### src/timer2_ctrl_pkg.sv
/*
  Constants for the third timer's control block: register offsets, bit
  positions, reset values and event layout.
  Assumes a single 10 MHz core clock and a plain strobe register port.
*/
`default_nettype none
package timer2_ctrl_pkg;
  localparam int          ADDR_W            = 8;
  localparam int          DATA_W            = 8;
  localparam logic [7:0]  TIMER2_CONTROL_ADDR = 8'hC8;
  localparam logic [7:0]  BIT_SET_ADDR      = 8'hC9;
  localparam logic [7:0]  BIT_CLEAR_ADDR    = 8'hCA;
  localparam logic [7:0]  COUNT_LOW_ADDR    = 8'hCC;
  localparam logic [7:0]  COUNT_HIGH_ADDR   = 8'hCD;
  localparam logic [7:0]  MODE_ADDR         = 8'hCE;
  localparam logic [7:0]  IRQ_STATUS_ADDR   = 8'hD0;
  localparam logic [7:0]  IRQ_ENABLE_ADDR   = 8'hD1;
  localparam logic [7:0]  IRQ_CLEAR_ADDR    = 8'hD2;
  localparam logic [7:0]  CONTROL_RESET     = 8'h00;
  localparam int          OVF_BIT           = 7;
  localparam int          EXT_BIT           = 6;
  localparam int          RCLK_BIT          = 5;
  localparam int          TX_CLOCK_SELECT_BIT          = 4;
  localparam int          EXEN_BIT          = 3;
  localparam int          RUN_BIT           = 2;
  localparam int          CT_BIT            = 1;
  localparam int          CPRL_BIT          = 0;
  localparam int          MODE_UPDOWN_BIT   = 0;
  localparam int          IRQ_OVF_BIT       = 0;
  localparam int          IRQ_EXT_BIT       = 1;
  localparam int          IRQ_W             = 2;
  localparam logic [15:0] COUNT_RESET       = 16'h0000;
endpackage
`default_nettype wire

### src/falling_edge_sync.sv
/*
  Two-flop synchroniser with falling-edge pulse on the synchronised level.
  Assumes the input is asynchronous to clk.
*/
`default_nettype none
module falling_edge_sync (
  input  wire logic clk,
  input  wire logic rst,
  input  wire logic async_in,
  output logic      level,
  output logic      fall
);
  logic meta_reg;
  logic sync_reg;
  logic prev_reg;

  // idle high so reset does not fake an edge
  always_ff @(posedge clk) begin
    if (rst) begin
      meta_reg <= 1'b1;
      sync_reg <= 1'b1;
      prev_reg <= 1'b1;
    end else begin
      meta_reg <= async_in;
      sync_reg <= meta_reg;
      prev_reg <= sync_reg;
    end
  end

  assign level = sync_reg;
  assign fall  = prev_reg & ~sync_reg;
endmodule
`default_nettype wire

### src/timer2_control_baud_select.sv
/*
  Control register, flags, counter and serial clock selection of the
  third 16-bit timer/counter.
  Assumes a CPU on a strobe port with read data one cycle later; the
  reload/capture value registers live outside, fed by the pulses here.
*/
`default_nettype none
module timer2_control_baud_select
  import timer2_ctrl_pkg::*;
(
  input  wire logic              clk,
  input  wire logic              rst,
  input  wire logic [ADDR_W-1:0] addr,
  input  wire logic [DATA_W-1:0] wdata,
  input  wire logic              wr_en,
  input  wire logic              rd_en,
  output logic      [DATA_W-1:0] rdata,
  input  wire logic              external_trigger_pin,
  input  wire logic              count_pin,
  input  wire logic              timer1_overflow,
  output logic                   rx_baud_tick,
  output logic                   tx_baud_tick,
  output logic                   capture_pulse,
  output logic                   reload_pulse,
  output logic                   overflow_pulse,
  output logic                   irq
);
  logic [7:0]       control_reg;
  logic [7:0]       control_next;
  logic             updown_count_enable_reg;
  logic [15:0]      count_reg;
  logic [IRQ_W-1:0] irq_status_reg;
  logic [IRQ_W-1:0] irq_enable_reg;
  logic             trig_level;
  logic             trig_fall;
  logic             cnt_level;
  logic             cnt_fall;
  logic             advance;
  logic             wrap;
  logic             ext_event;
  logic             baud_mode;
  logic             overflow_flag;
  logic             external_event_flag;
  logic             rx_clock_select;
  logic             tx_clock_select;
  logic             external_trigger_enable;
  logic             run_control;
  logic             counter_timer_select;
  logic             capture_reload_select;
  logic             count_down;

  assign overflow_flag           = control_reg[OVF_BIT];
  assign external_event_flag     = control_reg[EXT_BIT];
  assign rx_clock_select         = control_reg[RCLK_BIT];
  assign tx_clock_select         = control_reg[TX_CLOCK_SELECT_BIT];
  assign external_trigger_enable = control_reg[EXEN_BIT];
  assign run_control             = control_reg[RUN_BIT];
  assign counter_timer_select    = control_reg[CT_BIT];
  assign capture_reload_select   = control_reg[CPRL_BIT];

  falling_edge_sync trig_sync (
    .clk      (clk),
    .rst      (rst),
    .async_in (external_trigger_pin),
    .level    (trig_level),
    .fall     (trig_fall)
  );

  falling_edge_sync count_sync (
    .clk      (clk),
    .rst      (rst),
    .async_in (count_pin),
    .level    (cnt_level),
    .fall     (cnt_fall)
  );

  assign baud_mode = rx_clock_select | tx_clock_select;
  // in up/down mode the trigger pin sets direction, low counts down
  assign count_down = updown_count_enable_reg & ~trig_level & ~baud_mode;

  assign advance = run_control & (counter_timer_select ? cnt_fall : 1'b1);
  assign wrap    = advance & (count_down ? (count_reg == 16'h0000) : (count_reg == 16'hFFFF));
  // trigger edge event; up/down mode uses the pin as direction instead
  assign ext_event = external_trigger_enable & trig_fall & ~updown_count_enable_reg;

  always_ff @(posedge clk) begin
    if (rst) begin
      count_reg <= COUNT_RESET;
    end else if (wr_en && addr == COUNT_LOW_ADDR) begin
      count_reg[7:0] <= wdata;
    end else if (wr_en && addr == COUNT_HIGH_ADDR) begin
      count_reg[15:8] <= wdata;
    end else if (advance) begin
      count_reg <= count_down ? count_reg - 16'h0001 : count_reg + 16'h0001;
    end
  end

  always_ff @(posedge clk) begin
    if (rst) begin
      capture_pulse  <= 1'b0;
      reload_pulse   <= 1'b0;
      overflow_pulse <= 1'b0;
    end else begin
      overflow_pulse <= wrap;
      // capture or reload on trigger edge
      capture_pulse  <= ext_event & capture_reload_select & ~baud_mode;
      // capture/reload select ignored in baud mode: overflow always reloads
      reload_pulse   <= (ext_event & (~capture_reload_select | baud_mode)) |
                        (wrap & (~capture_reload_select | baud_mode));
    end
  end

  always_ff @(posedge clk) begin
    if (rst) begin
      rx_baud_tick <= 1'b0;
      tx_baud_tick <= 1'b0;
    end else begin
      rx_baud_tick <= rx_clock_select ? wrap : timer1_overflow;
      tx_baud_tick <= tx_clock_select ? wrap : timer1_overflow;
    end
  end

  // software write path first, then hardware sets override clears
  always_comb begin
    control_next = control_reg;
    if (wr_en && addr == TIMER2_CONTROL_ADDR) begin
      control_next = wdata;
    end else if (wr_en && addr == BIT_SET_ADDR) begin
      control_next[wdata[2:0]] = 1'b1;
    end else if (wr_en && addr == BIT_CLEAR_ADDR) begin
      control_next[wdata[2:0]] = 1'b0;
    end
    // overflow flag gated by baud mode
    if (wrap && !baud_mode) begin
      control_next[OVF_BIT] = 1'b1;
    end
    if (ext_event) begin
      control_next[EXT_BIT] = 1'b1;
    end
  end

  always_ff @(posedge clk) begin
    if (rst) begin
      control_reg <= CONTROL_RESET;
    end else begin
      control_reg <= control_next;
    end
  end

  always_ff @(posedge clk) begin
    if (rst) begin
      updown_count_enable_reg <= 1'b0;
    end else if (wr_en && addr == MODE_ADDR) begin
      updown_count_enable_reg <= wdata[MODE_UPDOWN_BIT];
    end
  end

  always_ff @(posedge clk) begin
    if (rst) begin
      irq_enable_reg <= '0;
    end else if (wr_en && addr == IRQ_ENABLE_ADDR) begin
      irq_enable_reg <= wdata[IRQ_W-1:0];
    end
  end

  // sticky event log; set wins over a same-cycle clear
  always_ff @(posedge clk) begin
    if (rst) begin
      irq_status_reg <= '0;
    end else begin
      for (int i = 0; i < IRQ_W; i++) begin
        if (wr_en && addr == IRQ_CLEAR_ADDR && wdata[i]) begin
          irq_status_reg[i] <= 1'b0;
        end
      end
      if (wrap && !baud_mode) begin
        irq_status_reg[IRQ_OVF_BIT] <= 1'b1;
      end
      if (ext_event) begin
        irq_status_reg[IRQ_EXT_BIT] <= 1'b1;
      end
    end
  end

  // event flag requests interrupt when enabled
  // up/down mode masks the event flag
  always_ff @(posedge clk) begin
    if (rst) begin
      irq <= 1'b0;
    end else begin
      irq <= (control_next[OVF_BIT] & irq_enable_reg[IRQ_OVF_BIT]) |
             (control_next[EXT_BIT] & irq_enable_reg[IRQ_EXT_BIT] &
              ~updown_count_enable_reg);
    end
  end

  // unmapped and write-only addresses read zero
  always_ff @(posedge clk) begin
    if (rst) begin
      rdata <= '0;
    end else if (rd_en) begin
      if (addr == TIMER2_CONTROL_ADDR) begin
        rdata <= control_reg;
      end else if (addr == COUNT_LOW_ADDR) begin
        rdata <= count_reg[7:0];
      end else if (addr == COUNT_HIGH_ADDR) begin
        rdata <= count_reg[15:8];
      end else if (addr == MODE_ADDR) begin
        rdata <= {7'h00, updown_count_enable_reg};
      end else if (addr == IRQ_STATUS_ADDR) begin
        rdata <= {6'h00, irq_status_reg};
      end else if (addr == IRQ_ENABLE_ADDR) begin
        rdata <= {6'h00, irq_enable_reg};
      end else begin
        rdata <= '0;
      end
    end else begin
      rdata <= '0;
    end
  end
endmodule
`default_nettype wire

### config.mk
export PLATFORM = sky130hd
export DESIGN_NAME = timer2_control_baud_select
export DESIGN_NICKNAME = d
export VERILOG_FILES = /design/src/timer2_ctrl_pkg.sv /design/src/falling_edge_sync.sv /design/src/timer2_control_baud_select.sv
export SDC_FILE = /design/constraint.sdc
export NUM_CORES = 1
export LEC_CHECK = 0
export ABC_AREA = 1
export BUFFER_PORTS_ARGS = -buffer_cell sky130_fd_sc_hd__buf_2
export CORE_MARGIN = 2
export CORE_UTILIZATION = 40
export DETAILED_ROUTE_END_ITERATION = 8
export SYNTH_ARGS = -nofsm -noshare
export SYNTH_HDL_FRONTEND = slang
export SYNTH_SLANG_ARGS = --single-unit
### constraint.sdc
create_clock -name clk -period 4.25 [get_ports clk]
set_clock_uncertainty 0.15 [all_clocks]
set_input_delay 0.2125 -clock clk [delete_from_list [all_inputs] [get_ports clk]]
set_output_delay 0.2125 -clock clk [all_outputs]
set_load 0.05 [all_outputs]
==> flow_summary.yaml <==
outcome:
  status: "completed"
cells_and_area:
  final_area_um2: 3630
  stdcell_count: 636
  areaGrowthSynthToFinish_pct: 10.8
  num-fill-cells: 853
  antenna_cells: 0
  drive_gt1_share_pct: 17.2
  largest_reg_flops: 16
  fin_nets: 557
  finalCoreUtilization_pct: 46.2
synth:
  synth_warnings: 0
  syn_area_um2: 3270
  synth_edf_count: 0
  synth-seq-cells: 49
  syn-num-nets: 526
  yosys.cell_types.count: 45
  syn-instance-count: 502
  yosysSeqAreaShare_pct: 30.0
  synth_ff_type: "dfxtp_1"
  async_reset_ff_share_pct: 0
  postSynthAreaPerCell_um2: 6.52
setup_path:
  cp_num_buf_inv: 2
  required_ps: 4270
  worstRegToRegCells: 15
  crit_cells: 15
  cp_max_fo: 24
  critical_path_class: "register to register"
  crit_family: "simple AND/OR/NAND/NOR gates"
  r2r-start: "control_reg[4]$_SDFFE_PP0P_"
  critPathLaunchType: "register"
  cpPeakStageDelay_ps: 420
  worstSetupEndpointType: "register"
  worstPathArrival_ps: 2800
  crit_slowest_cell: "nor2_4"
  crit_chain: "nor2_4 > nand2_4 > nand2_2 > nand2_1 > inv_1 > ha_1 > inv_1 > nand2_1 > nand3_1 > o21ai_2 > nand2_1 > nand3b_1 > nand3_1 > nand2_1 > a21oi_1"
  crit_top_cell: "nand2_1"
  critPathLaunch: "control_reg[4]$_SDFFE_PP0P_"
global_routing:
  antenna_found_initial: 0
  grt_pass1_wl_mm: 16.5
  grt.total_usage_pct: 23.8
  grt_overflow_total: 0
  grt_pass1_vias: 3309
  grt_max_degree: 31
detailed_routing:
  num_vias: 3511
  avgRoutedWirePerCell_um: 15.8
  ant_nets: 0
  initialDrtViolationCount: 275
  drt_wl_total_mm: 10.0
  drt-pass1-iter-count: 6
  via_per_inst: 5.52
  drc: 0
clocking:
  clockBufferDepth: 2
  cts_sinks: 49
  cts_tree: "built"
  path_clk_slew_ps: 100
  clk_latency_ps: 310
  cts_root_buf: "clkbuf_8"
  cts_buffers: 5
  h-tree-depth: 2
timing:
  slew_viol_final: 0
  tns_ps: 0
  hold_viol: 0
  max_freq_mhz: 360
  setup_viol: 0
  worst_slew_pin_slew_ps: 642
  holdWs_ps: 19.5
  rsz0062_at_grt: "no"
  slew_headroom_pct: 56.8
  timing.final.crit_share_pct: 65.4
  fin_ws_ps: 1470
  min_period_ps: 2780
floorplan:
  chipWidth_um: 94.5
  dieHeight_um: 94.5
  num_rows: 32
  die-area_um2: 8920
  core_um2: 7850
  start_util_pct: 41.7
  ios: 37
place:
  routabilityCongestion: 0.955
  portBuffers: 36
  placedCellCount: 626
  placed_area_um2: 3500
  place_ws_ps: 1540
  hpwl_mm: 7.72
power:
  power_mw: 0.866
  p_leak_nw: 1.69
  power_density_nw_per_um2: 239
  max-vdd-ir-drop_v: 0.000142
run:
  maxCapViolCount: 0
hold_path:
  min_path_cells: 3
  min_from: "rd_en"
  hp-class: "input port to register"
## final cells by class
class                   count  area (um^2)  area share [%]
multi-input cells         364         1930            53.1
flip-flops and latches     49          981            27.0
inverters                  75          282            7.76
repair buffers             38          200            5.52
well taps                 102          128            3.52
clock buffers               6         72.6            2.00
clock inverters             2         38.8            1.07
## metal layers
metal | up-vias | global-route usage [%] | routed length, um | part of all wire, %
met2 | 148 | 39.0 | 4540 | 45
met3 | 27 | 2.39 | 605 | 6.0
met1 | 1598 | 31.8 | 4450 | 44
li1 | 1738 | - | - | -
met4 | 0 | 10.3 | 420 | 4.2
met5 | - | 0 | 0 | 0
## worst reg2reg max path: cells and delay by family, from the launching register on
family	cells	cell delay, ps
AND/OR/NAND/NOR	10	1600
AO/OA/AOI/OAI	2	270
adder cells (fa/ha/maj)	1	130
buffers and inverters	2	100
flip-flops	1	400
## final timing paths
kind	end	slack, ps
setup reg to reg	count_reg[10]$_SDFFE_PP0P_	1470
hold / removal	rdata[1]$_SDFF_PP0_	20
hold reg to reg	count_sync.level$_SDFF_PP1_	260
setup / recovery	count_reg[10]$_SDFFE_PP0P_	1470
## cells in the mapped netlist (3+ instances only)
| cell type | number | area (um^2) |
|---|---|---|
| buf_6 | 4 | 45.0 |
| nand3_1 | 37 | 185 |
| o221ai_1 | 6 | 52.6 |
| nor2_1 | 27 | 101 |
| nor3_1 | 8 | 40.0 |
| nor2_2 | 7 | 43.8 |
| inv_1 | 71 | 267 |
| nand4_1 | 14 | 87.6 |
| nand2_2 | 18 | 113 |
| nor4_1 | 5 | 31.3 |
| o21ai_0 | 19 | 95.1 |
| a21oi_2 | 4 | 35.0 |
| o211ai_1 | 8 | 60.1 |
| clkbuf_1 | 8 | 30.0 |
| or2_2 | 7 | 43.8 |
| a21oi_1 | 33 | 165 |
| o22ai_1 | 3 | 18.8 |
| nand3b_1 | 4 | 30.0 |
| nor2_4 | 3 | 33.8 |
| a211oi_1 | 3 | 22.5 |
| xor2_1 | 5 | 43.8 |
| inv_2 | 3 | 11.3 |
| a31oi_1 | 7 | 43.8 |
| a41oi_1 | 5 | 43.8 |
| nand2_1 | 119 | 447 |
| dfxtp_1 | 49 | 981 |
## placed cells by master (no fill, tap or decap), drive strengths merged, types with 6 or more instances in the layout
cell type  instances
nand4             14
dfxtp             49
clkbuf             6
o221ai             6
nor3               9
a21oi             37
nand3             39
nand2            138
a31oi              7
or2                8
inv               74
o211ai             8
buf               36
o21ai             22
nor2              37
## power by group
group	internal, mW	switching (mW)	leakage [nW]
registers	0.462	0.00145	0.396
clock network	0.177	0.165	0.0554
logic	0.0177	0.0419	1.24
total	0.657	0.209	1.69
## cells by family (layout without fill, tap and decap cells)
family / after synthesis / count (layout) / synth area share (%)
simple gates: 256 / 256 / 37.2
fa+ha+maj: 1 / 1 / 0.382
flops: 49 / 49 / 30.0
compound gates: 100 / 100 / 19.4
xor+xnor: 7 / 7 / 1.87
buf+inv: 89 / 121 / 11.2
## what timing repair did
| action | CTS | global route |
|---|---|---|
| endpoints found under the hold margin | 2 | 0 |
| setup buffers | 0 | 0 |
| gates resized for setup | 0 | 0 |
| hold buffers | 2 | 0 |
Power figures use the tool's default switching activity.
